$ cat config.mk
export PLATFORM = sky130hd
export DESIGN_NAME = run_source_select
export DESIGN_NICKNAME = d
export VERILOG_FILES = /design/src/logic/run_source_pkg.sv /design/src/logic/terminal_bus_if.sv /design/src/logic/run_source_select.sv /design/src/logic/terminal_sense.sv
export SDC_FILE = /design/constraint.sdc
export NUM_CORES = 1
export LEC_CHECK = 0
export ABC_AREA = 1
export BUFFER_PORTS_ARGS = -buffer_cell sky130_fd_sc_hd__buf_4
export CAP_MARGIN = 20
export CORE_UTILIZATION = 35
export CTS_CLUSTER_DIAMETER = 100
export DETAILED_ROUTE_END_ITERATION = 6
export HOLD_SLACK_MARGIN = 0.08
export MAX_ROUTING_LAYER = met4
export PLACE_DENSITY = 0.7
export SYNTH_ARGS = -nofsm -noshare
export SYNTH_HDL_FRONTEND = slang
export SYNTH_SLANG_ARGS = --single-unit
$ cat constraint.sdc
create_clock -name clk_sys_i -period 2.45 [get_ports clk_sys_i]
set_input_delay 0.6125 -clock clk_sys_i [delete_from_list [all_inputs] [get_ports clk_sys_i]]
set_output_delay 0.6125 -clock clk_sys_i [all_outputs]
set_load 0.1 [all_outputs]
$ cat src/logic/run_source_pkg.sv
// run_source_pkg: constants and types shared by the run command source selector
// assumes: included first in compile order; no imports anywhere, names are scoped
package run_source_pkg;

    // ------------------------------------------------------------
    // sizes
    // ------------------------------------------------------------
    localparam int NUM_TERMINALS = 7;             // input terminals 1..7

    // ------------------------------------------------------------
    // run source codes
    // ------------------------------------------------------------
    localparam logic [7:0] SRC_TERMINAL = 8'h01;  // control terminals
    localparam logic [7:0] SRC_KEYPAD   = 8'h02;  // keypad run/stop keys
    localparam logic [7:0] SRC_MODBUS   = 8'h03;  // serial link
    localparam logic [7:0] SRC_OPTION   = 8'h04;  // option board

    // ------------------------------------------------------------
    // terminal function codes (decimal codes held as bytes)
    // ------------------------------------------------------------
    localparam logic [7:0] FN_FORWARD   = 8'h00;  // forward_run_input
    localparam logic [7:0] FN_REVERSE   = 8'h01;  // reverse_run_input
    localparam logic [7:0] FN_GO        = 8'h14;  // three_wire_go_pulse (20)
    localparam logic [7:0] FN_HALT      = 8'h15;  // three_wire_halt_hold (21)
    localparam logic [7:0] FN_DIR       = 8'h16;  // three_wire_direction (22)
    localparam logic [7:0] FN_FORCE_KEY = 8'h1F;  // forced_keypad_source (31)
    localparam logic [7:0] FN_FORCE_TRM = 8'h33;  // forced_terminal_source (51)

    // ------------------------------------------------------------
    // polarity codes
    // ------------------------------------------------------------
    localparam logic [7:0] POL_NO = 8'h00;        // normally open
    localparam logic [7:0] POL_NC = 8'h01;        // normally closed

    // ------------------------------------------------------------
    // reset values
    // ------------------------------------------------------------
    localparam logic [NUM_TERMINALS-1:0] SYNC_RESET = '0;

    // effective source after forcing
    typedef enum logic [1:0] {
        EFF_TERMINAL,
        EFF_KEYPAD,
        EFF_MODBUS,
        EFF_OPTION
    } eff_source_e;

    // run state machine
    typedef enum logic [1:0] {
        ST_STOPPED,
        ST_RUN_FWD,
        ST_RUN_REV,
        ST_LOCKOUT
    } run_state_e;

endpackage

$ cat src/logic/terminal_bus_if.sv
// terminal_bus_if: decoded terminal functions passed from the sensing stage
// assumes: one clock domain; driven by terminal_sense, read by the top
`timescale 1ns/1ps
interface terminal_bus_if;
    logic forward_run;        // forward_run_input active
    logic reverse_run;        // reverse_run_input active
    logic go_level;           // three_wire_go_pulse level
    logic go_rise;            // three_wire_go_pulse rising edge
    logic halt_hold;          // three_wire_halt_hold active (closed)
    logic halt_assigned;      // some terminal carries the halt function
    logic direction_rev;      // three_wire_direction active
    logic force_keypad;       // forced_keypad_source active
    logic force_terminal;     // forced_terminal_source active

    modport producer (
        output forward_run, reverse_run, go_level, go_rise, halt_hold,
        output halt_assigned, direction_rev, force_keypad, force_terminal
    );
    modport consumer (
        input  forward_run, reverse_run, go_level, go_rise, halt_hold,
        input  halt_assigned, direction_rev, force_keypad, force_terminal
    );
endinterface

$ cat src/logic/run_source_select.sv
// run_source_select: picks the run command source and decodes run/stop/direction
// assumes: single clock clk_sys_i, async high reset; link commands arrive as levels
// assumes: frequency flags are levels
// Function
// - two-wire: neither or both means stop
// - source 01 takes terminal run commands
// - function 00 forward, 01 reverse
// - polarity 00 normally open, 01 inverts
// - running needs frequency command and run
// - three-wire starts on go rising edge
// - three-wire halt released stops running
// - halt input always sensed normally closed
// - halt assigned disables two-wire inputs
// - codes 20/21/22 go, halt, direction
// - source 03 takes link commands
// - source 04 takes option board commands
// - forced keypad overrides run and frequency
// - forced terminal overrides run and frequency
// - forced keypad/terminal pick frequency source
// - force change while running stops, needs rerun
// - forced keypad wins over forced terminal
// - unassigned functions read inactive
// - source 02 takes keypad run/stop keys
`timescale 1ns/1ps
module run_source_select (
    // clock, reset, enable
    input  wire logic                                    clk_sys_i,
    input  wire logic                                    reset_i,
    input  wire logic                                    clk_en_i,
    // terminal block
    input  wire logic [run_source_pkg::NUM_TERMINALS-1:0] terminal_raw_i,
    // configuration
    input  wire logic [7:0]  run_source_select_i,
    input  wire logic [7:0]  input_function_assign_i [run_source_pkg::NUM_TERMINALS],
    input  wire logic [7:0]  input_polarity_select_i [run_source_pkg::NUM_TERMINALS],
    // keypad
    input  wire logic                                    keypad_run_key_i,
    input  wire logic                                    keypad_stop_key_i,
    input  wire logic                                    keypad_dir_rev_i,
    // serial link commands
    input  wire logic                                    modbus_run_i,
    input  wire logic                                    modbus_dir_rev_i,
    // option board commands
    input  wire logic                                    option_run_i,
    input  wire logic                                    option_dir_rev_i,
    // frequency command presence per source
    input  wire logic                                    freq_present_i,
    input  wire logic                                    keypad_freq_present_i,
    input  wire logic                                    analog_freq_present_i,
    // status
    output logic                                         running_o,
    output logic                                         direction_rev_o,
    output logic                                         run_command_o,
    output logic                                         freq_from_keypad_o,
    output logic                                         freq_from_analog_o,
    output logic [1:0]                                   effective_source_o
);

    // ------------------------------------------------------------
    // terminal sensing
    // ------------------------------------------------------------
    // terminal paths run two cycles late
    terminal_bus_if tb ();   // decoded terminal functions

    terminal_sense u_sense (
        .clk_sys_i               (clk_sys_i),
        .reset_i                 (reset_i),
        .clk_en_i                (clk_en_i),
        .terminal_raw_i          (terminal_raw_i),
        .input_function_assign_i (input_function_assign_i),
        .input_polarity_select_i (input_polarity_select_i),
        .bus                     (tb.producer)
    );

    // ------------------------------------------------------------
    // effective source
    // ------------------------------------------------------------
    run_source_pkg::eff_source_e eff_src;   // after force inputs
    run_source_pkg::eff_source_e cfg_src;   // from run_source_select alone
    logic                        cfg_valid; // configured code is a known source

    // unknown codes fall back to terminal but with run blocked
    // so a bad setting never starts
    assign cfg_src =
        (run_source_select_i == run_source_pkg::SRC_KEYPAD) ? run_source_pkg::EFF_KEYPAD :
        (run_source_select_i == run_source_pkg::SRC_MODBUS) ? run_source_pkg::EFF_MODBUS :
        (run_source_select_i == run_source_pkg::SRC_OPTION) ? run_source_pkg::EFF_OPTION :
                                                              run_source_pkg::EFF_TERMINAL;

    assign cfg_valid = (run_source_select_i == run_source_pkg::SRC_TERMINAL) ||
                       (run_source_select_i == run_source_pkg::SRC_KEYPAD)   ||
                       (run_source_select_i == run_source_pkg::SRC_MODBUS)   ||
                       (run_source_select_i == run_source_pkg::SRC_OPTION);

    // keypad force checked first so it wins when both are on
    assign eff_src = tb.force_keypad   ? run_source_pkg::EFF_KEYPAD :
                     tb.force_terminal ? run_source_pkg::EFF_TERMINAL :
                                         cfg_src;

    logic src_valid;   // forced sources are always valid
    assign src_valid = tb.force_keypad | tb.force_terminal | cfg_valid;

    // ------------------------------------------------------------
    // frequency source
    // ------------------------------------------------------------
    // same priority as the run source
    logic freq_ok;     // frequency command present on the chosen source
    assign freq_ok = tb.force_keypad   ? keypad_freq_present_i :
                     tb.force_terminal ? analog_freq_present_i :
                                         freq_present_i;

    // ------------------------------------------------------------
    // two-wire decode
    // ------------------------------------------------------------
    logic two_fwd;   // forward only
    logic two_rev;   // reverse only
    logic two_wire;  // two-wire pair in use

    // any halt function means three-wire
    assign two_wire = ~tb.halt_assigned;
    assign two_fwd  = two_wire & tb.forward_run & ~tb.reverse_run;
    assign two_rev  = two_wire & tb.reverse_run & ~tb.forward_run;

    // ------------------------------------------------------------
    // level-style sources
    // ------------------------------------------------------------
    // link and option hand over levels
    logic level_run;   // level run request from link or option
    logic level_rev;   // its direction

    assign level_run = (eff_src == run_source_pkg::EFF_MODBUS) ? modbus_run_i : option_run_i;
    assign level_rev = (eff_src == run_source_pkg::EFF_MODBUS) ? modbus_dir_rev_i
                                                               : option_dir_rev_i;

    logic level_src;   // source is link or option
    assign level_src = (eff_src == run_source_pkg::EFF_MODBUS) ||
                       (eff_src == run_source_pkg::EFF_OPTION);

    // ------------------------------------------------------------
    // requested command, combinational
    // ------------------------------------------------------------
    logic want_run;    // a run is requested this cycle (level sources)
    logic want_rev;    // requested direction
    logic start_evt;   // a start event for edge sources
    logic stop_evt;    // an explicit stop for edge sources

    // defaults keep every output assigned
    always_comb begin
        want_run  = 1'b0;
        want_rev  = 1'b0;
        start_evt = 1'b0;
        stop_evt  = 1'b0;

        case (eff_src)
            run_source_pkg::EFF_TERMINAL: begin
                if (tb.halt_assigned) begin
                    // three-wire: edge starts, halt release stops
                    start_evt = tb.go_rise & tb.halt_hold;
                    stop_evt  = ~tb.halt_hold;
                    want_rev  = tb.direction_rev;
                    want_run  = 1'b1;
                end else begin
                    // plain levels
                    want_run  = two_fwd | two_rev;
                    want_rev  = two_rev;
                end
            end
            run_source_pkg::EFF_KEYPAD: begin
                // momentary keys; stop key wins over run key
                start_evt = keypad_run_key_i & ~keypad_stop_key_i;
                stop_evt  = keypad_stop_key_i;
                want_rev  = keypad_dir_rev_i;
                want_run  = 1'b1;
            end
            default: begin
                // run follows the level
                want_run  = level_src & level_run;
                want_rev  = level_rev;
            end
        endcase
    end

    // sources that latch on a start event instead of following a level
    // and hold the run in the state machine
    logic edge_src;
    assign edge_src = (eff_src == run_source_pkg::EFF_KEYPAD) ||
                      ((eff_src == run_source_pkg::EFF_TERMINAL) && tb.halt_assigned);

    // ------------------------------------------------------------
    // force change detect
    // ------------------------------------------------------------
    // one-cycle pulse on any force edge
    logic force_key_q;   // force inputs one cycle ago
    logic force_trm_q;
    logic force_change;

    assign force_change = (force_key_q != tb.force_keypad) ||
                          (force_trm_q != tb.force_terminal);

    // request seen this cycle that would keep or start a run
    logic request_on;
    assign request_on = edge_src ? (start_evt & ~stop_evt) : want_run;

    // ------------------------------------------------------------
    // run state machine
    // ------------------------------------------------------------
    run_source_pkg::run_state_e state_q, state_d;
    logic run_dir_q, run_dir_d;        // latched direction

    logic go_ok;                       // all start conditions met except the force check

    // nothing starts without frequency
    assign go_ok = src_valid & freq_ok & request_on;

    always_comb begin
        state_d   = state_q;
        run_dir_d = run_dir_q;

        case (state_q)
            run_source_pkg::ST_STOPPED: begin
                // needs a full start request
                if (go_ok && !force_change) begin
                    state_d   = want_rev ? run_source_pkg::ST_RUN_REV
                                         : run_source_pkg::ST_RUN_FWD;
                    run_dir_d = want_rev;
                end
            end
            run_source_pkg::ST_RUN_FWD,
            run_source_pkg::ST_RUN_REV: begin
                if (force_change) begin
                    state_d = run_source_pkg::ST_LOCKOUT;
                end else if (!src_valid || !freq_ok) begin
                    state_d = run_source_pkg::ST_STOPPED;
                end else if (edge_src) begin
                    if (stop_evt) begin
                        state_d = run_source_pkg::ST_STOPPED;
                    end else begin
                        // direction follows the live direction input
                        run_dir_d = want_rev;
                        state_d   = want_rev ? run_source_pkg::ST_RUN_REV
                                             : run_source_pkg::ST_RUN_FWD;
                    end
                end else if (!want_run) begin
                    state_d = run_source_pkg::ST_STOPPED;
                end else begin
                    run_dir_d = want_rev;
                    state_d   = want_rev ? run_source_pkg::ST_RUN_REV
                                         : run_source_pkg::ST_RUN_FWD;
                end
            end
            run_source_pkg::ST_LOCKOUT: begin
                // held until the run request goes away entirely
                if (edge_src ? stop_evt | ~start_evt : ~want_run) begin
                    state_d = run_source_pkg::ST_STOPPED;
                end
            end
            default: begin
                state_d = run_source_pkg::ST_STOPPED;
            end
        endcase
    end

    // state and force history, frozen by clock enable
    // force history resets low like the sync
    always_ff @(posedge clk_sys_i or posedge reset_i) begin
        if (reset_i) begin
            state_q     <= run_source_pkg::ST_STOPPED;
            run_dir_q   <= 1'b0;
            force_key_q <= 1'b0;
            force_trm_q <= 1'b0;
        end else if (clk_en_i) begin
            state_q     <= state_d;
            run_dir_q   <= run_dir_d;
            force_key_q <= tb.force_keypad;
            force_trm_q <= tb.force_terminal;
        end
    end

    // ------------------------------------------------------------
    // status outputs, registered
    // ------------------------------------------------------------
    always_ff @(posedge clk_sys_i or posedge reset_i) begin
        if (reset_i) begin
            running_o          <= 1'b0;
            direction_rev_o    <= 1'b0;
            run_command_o      <= 1'b0;
            freq_from_keypad_o <= 1'b0;
            freq_from_analog_o <= 1'b0;
            effective_source_o <= 2'h0;
        end else if (clk_en_i) begin
            running_o          <= (state_d == run_source_pkg::ST_RUN_FWD) ||
                                  (state_d == run_source_pkg::ST_RUN_REV);
            direction_rev_o    <= run_dir_d;
            run_command_o      <= request_on;
            freq_from_keypad_o <= tb.force_keypad;
            freq_from_analog_o <= tb.force_terminal & ~tb.force_keypad;
            effective_source_o <= eff_src;
        end
    end

endmodule

$ cat src/logic/terminal_sense.sv
// terminal_sense: synchronises terminals, applies polarity, maps functions
// assumes: terminal levels asynchronous to clk_sys_i; settings static-ish
`timescale 1ns/1ps
module terminal_sense (
    // clock, reset and enable
    input  wire logic                                    clk_sys_i,
    input  wire logic                                    reset_i,
    input  wire logic                                    clk_en_i,
    // raw terminals and per-terminal settings
    input  wire logic [run_source_pkg::NUM_TERMINALS-1:0] terminal_raw_i,
    input  wire logic [7:0]  input_function_assign_i [run_source_pkg::NUM_TERMINALS],
    input  wire logic [7:0]  input_polarity_select_i [run_source_pkg::NUM_TERMINALS],
    // decoded functions
    terminal_bus_if.producer                             bus
);

    // ------------------------------------------------------------
    // two-stage synchroniser
    // ------------------------------------------------------------
    logic [run_source_pkg::NUM_TERMINALS-1:0] meta_q;     // first stage, read by sync only
    logic [run_source_pkg::NUM_TERMINALS-1:0] sync_q;     // second stage
    logic                                     go_prev_q;  // go level one cycle ago

    // synchroniser chain, frozen by clock enable
    always_ff @(posedge clk_sys_i or posedge reset_i) begin
        if (reset_i) begin
            meta_q <= run_source_pkg::SYNC_RESET;
            sync_q <= run_source_pkg::SYNC_RESET;
        end else if (clk_en_i) begin
            meta_q <= terminal_raw_i;
            sync_q <= meta_q;
        end
    end

    // ------------------------------------------------------------
    // polarity and function map
    // ------------------------------------------------------------
    logic [run_source_pkg::NUM_TERMINALS-1:0] closed;   // contact closed (raw sense)
    logic [run_source_pkg::NUM_TERMINALS-1:0] active;   // after polarity
    logic [run_source_pkg::NUM_TERMINALS-1:0] is_fw, is_rv, is_go, is_halt, is_dir;
    logic [run_source_pkg::NUM_TERMINALS-1:0] is_fk, is_ft;

    genvar t;
    generate
        for (t = 0; t < run_source_pkg::NUM_TERMINALS; t++) begin : g_term
            assign closed[t]  = sync_q[t];
            // normally closed inverts the sensed state; other codes act as open
            assign active[t]  = (input_polarity_select_i[t] == run_source_pkg::POL_NC)
                              ? ~closed[t] : closed[t];
            assign is_fw[t]   = input_function_assign_i[t] == run_source_pkg::FN_FORWARD;
            assign is_rv[t]   = input_function_assign_i[t] == run_source_pkg::FN_REVERSE;
            assign is_go[t]   = input_function_assign_i[t] == run_source_pkg::FN_GO;
            assign is_halt[t] = input_function_assign_i[t] == run_source_pkg::FN_HALT;
            assign is_dir[t]  = input_function_assign_i[t] == run_source_pkg::FN_DIR;
            assign is_fk[t]   = input_function_assign_i[t] == run_source_pkg::FN_FORCE_KEY;
            assign is_ft[t]   = input_function_assign_i[t] == run_source_pkg::FN_FORCE_TRM;
        end
    endgenerate

    // unassigned functions fall out as zero through the OR reduction
    assign bus.forward_run    = |(is_fw & active);
    assign bus.reverse_run    = |(is_rv & active);
    assign bus.go_level       = |(is_go & active);
    // halt always treated as NC: run allowed only while the contact is closed,
    // an open wire reads as stop whatever the polarity code says
    assign bus.halt_hold      = |(is_halt & closed);
    assign bus.halt_assigned  = |is_halt;
    assign bus.direction_rev  = |(is_dir & active);
    assign bus.force_keypad   = |(is_fk & active);
    assign bus.force_terminal = |(is_ft & active);

    // ------------------------------------------------------------
    // go edge detect on the synchronised value
    // ------------------------------------------------------------
    always_ff @(posedge clk_sys_i or posedge reset_i) begin
        if (reset_i) begin
            go_prev_q <= 1'b0;
        end else if (clk_en_i) begin
            go_prev_q <= bus.go_level;
        end
    end

    assign bus.go_rise = bus.go_level & ~go_prev_q;

endmodule

==> flow_metrics.env <==
export IMPL_outcome="finished, violations left"
export IMPL_violations="DRC, setup timing"
export IMPL_htreeDepth=1
export IMPL_hold_viol=0
export IMPL_crit_start="input_polarity_select_i[44]"
export IMPL_yosysSeqAreaShare_pct=19.4
export IMPL_rrSetupSlack_ps=80
export IMPL_worst_path_most_repeated_cell="nand2_2"
export IMPL_swShare_pct=41.5
export IMPL_drt_initial_drc_count=164
export IMPL_drive_gt1_share_pct=49.8
export IMPL_r2r_cells=21
export IMPL_grt_pass1_wl_um=17500
export IMPL_cts_clk_slew_worst_paths_ps=100
export IMPL_design_area_um2=5600
export IMPL_ys_seq_elements=25
export IMPL_synth_largest_area_cell="nand2_1"
export IMPL_timing_rr_start="u_sense.closed[1]"
export IMPL_p_sw_w=0.000674
export IMPL_critPathKind="input pin to flop"
export IMPL_first_pass_iters=7
export IMPL_cts_sinks=25
export IMPL_drv_cap=0
export IMPL_syn_area_um2=3220
export IMPL_overflow=0
export IMPL_synthTopCellsByArea="nand2_1, dfrtp_1, inv_1"
export IMPL_hold_class="input pin to async pin"
export IMPL_worstPathArrival_ps=2750
export IMPL_tns_ps=-306
export IMPL_cts_inserted_buffers=3
export IMPL_clock_fmax_ghz=0.389
export IMPL_p_leak_nw=2.90
export IMPL_syn_avg_cell_area_um2=5.43
export IMPL_hold_buffers=0
export IMPL_antenna_left=0
export IMPL_power_internal_w=0.000951
export IMPL_grt_use_total_pct=22.6
export IMPL_pwr_share_seq_pct=30.4
export IMPL_synth_warnings=0
export IMPL_synth_cells=594
export IMPL_ys_types=37
export IMPL_cp_endpoint="running_o"
export IMPL_syn_nets=736
export IMPL_cts_tree="yes"
export IMPL_via_per_inst=4.77
export IMPL_crit_fanout=6
export IMPL_cp_slowest_cell="nor2_4"
export IMPL_post_route_drc_count=12
export IMPL_start_util_pct=36.6
export IMPL_period_share_pct=105
export IMPL_syn2layout_area_growth_pct=73.8
export IMPL_clock_skew_ps=4.13
export IMPL_final_nets=949
export IMPL_final_max_slew_viol_count=0
export IMPL_rsz0062_at_grt="true"
export IMPL_die_w_um=98.0
export IMPL_n_antenna_cell=0
export IMPL_place_port_buffers=146
export IMPL_antenna_found_initial=0
export IMPL_cp_start_kind="input pin"
export IMPL_dieHeight_um=98.0
export IMPL_max_stage_delay_ps=160
export IMPL_critPathRequiredTime_ps=2630
export IMPL_relSlewSlack_pct=76.9
export IMPL_wire_per_inst_um=12.3
export IMPL_comb_power_share_pct=53.2
export IMPL_p_per_area_nw_per_um2=290
export IMPL_clockBufferDepth=2
export IMPL_place_gp_congestion=0.924
export IMPL_core_area_um2=8810
export IMPL_num_vias=4360
export IMPL_utilization_pct=63.6
export IMPL_num_rows=34
export IMPL_drt_total_wl_um=11200
export IMPL_dp_hpwl_um=8600
export IMPL_setup_ws_ps=-120
export IMPL_place_area_um2=4830
export IMPL_fill_cells=814
export IMPL_power_frac_clock_pct=16.4
export IMPL_io_pins=147
export IMPL_clk_latency_ps=280
export IMPL_ir_drop_mv=0.563
export IMPL_r2r_end="running_o"
export IMPL_endpoint_kind="flop"
export IMPL_dieArea_um2=9600
export IMPL_setup_violations=4
export IMPL_finalCriticalPeriod_ps=2570
export IMPL_clock_tree_root_cell="clkbuf_8"
export IMPL_synth_top_area_share_pct=21.0
export IMPL_grt_max_degree=33
export IMPL_tightest_slew_ps=346
export IMPL_grt_pass1_vias=4033
==> metrics by stage <==
step,hold slack (ps),power [W],std cells,setup WS (ps)
after floorplan,442,0.000892,594,43.4
after global routing,406,0.00173,914,-233
after detailed placement,459,0.00124,895,-410
after global placement,456,0.00123,895,-320
after CTS,390,0.00153,904,-57.0
final,380,0.00162,914,-120
==> cell usage in the layout (no fill, tap or decap), types with 21 or more instances in the layout <==
cell and n:
nand2_2 51, nor2_1 70, nor2_4 22, inv_1 67, dfrtp_1 25, nand2_1 130
inv_2 38, nand3_1 48, buf_4 193, nor3_1 21
==> synth_stat cells, drive strengths merged <==
cell type and number:
nand2 193, nor2 109, inv 106, nand3 72, nor3 28, dfrtp 25
o21ai 18, nand4 10, a21oi 5, clkbuf 4, nand3b 4, or2 4
and2 3, clkinv 2, ha 2, o211ai 2, xor2 2, a41oi 1
mux2 1, nand2b 1, nor3b 1, nor4 1
==> area by class of cell <==
type	instances	area (µm²)	share of cell area [%]
timing repair buffer	212	1680	30.0
multi-input combinational	457	2700	48.2
inverter	108	410	7.33
clock buffer	3	41.3	0.737
clock inverter	1	7.51	0.134
sequential	25	626	11.2
tap	108	135	2.41
==> kinds of logic (layout without fill, tap and decap cells) <==
| logic type | after synthesis | in the layout | share of synthesized area (%) |
|---|---|---|---|
| and+or+nand+nor | 426 | 426 | 61.1 |
| buffers and inverters | 112 | 324 | 13.0 |
| AOI/OAI and AO/OA | 26 | 26 | 4.54 |
| DFF | 25 | 25 | 19.4 |
| adders and majority gates | 2 | 2 | 0.776 |
| xor gates and xnor gates | 2 | 2 | 0.777 |
| muxes | 1 | 1 | 0.349 |
==> flip-flops by register name, indices dropped and copies added, names as in the netlist <==
signal and flops:
running_o 1, force_trm_q 1, effective_source_o 2, direction_rev_o 1, u_sense.go_prev_q 1, freq_from_analog_o 1
u_sense.closed 7, u_sense.meta_q 7, state_q 2, run_command_o 1, freq_from_keypad_o 1
==> power groups by stage <==
stage	clock, W	combinational, W	sequential, W
3_5_place_dp	0	0.000735	0.000500
4_1_cts	0.000273	0.000765	0.000492
3_3_place_gp	0	0.000730	0.000501
2_1_floorplan	0	0.000292	0.000600
6_report	0.000266	0.000864	0.000495
5_1_grt	0.000290	0.000940	0.000500
==> critical path, delay by kind of cell <==
kind	cells	cell delay (ps)
AND/OR/NAND/NOR	20	1750
buffers and inverters	5	390
==> worst min path at each step <==
stage                       from                     to
6_report                 reset_i             state_q[0]
5_1_grt                  reset_i  effective_source_o[0]
4_1_cts                  reset_i             state_q[1]
3_5_place_dp   u_sense.meta_q[6]      u_sense.meta_q[6]
3_3_place_gp   u_sense.meta_q[2]      u_sense.meta_q[2]
2_1_floorplan  u_sense.meta_q[2]      u_sense.meta_q[2]
==> layer usage <==
layer  share of wire (%)  wire length [µm]  GRT usage (%)  vias up
met4                 1.3               144           4.20        0
met2                  52              5800           41.2      132
met3                 4.4               493           1.57       12
met1                  43              4780           27.3     1953
met5                   0                 0              -        -
li1                    -                 -              -     2263
==> what timing repair did <==
action	in CTS	in global routing
setup endpoints to repair	3	5
pin swaps	24	72
gates resized for setup	51	141
setup buffers	5	10
No activity file was read; power rests on OpenSTA's default activity.
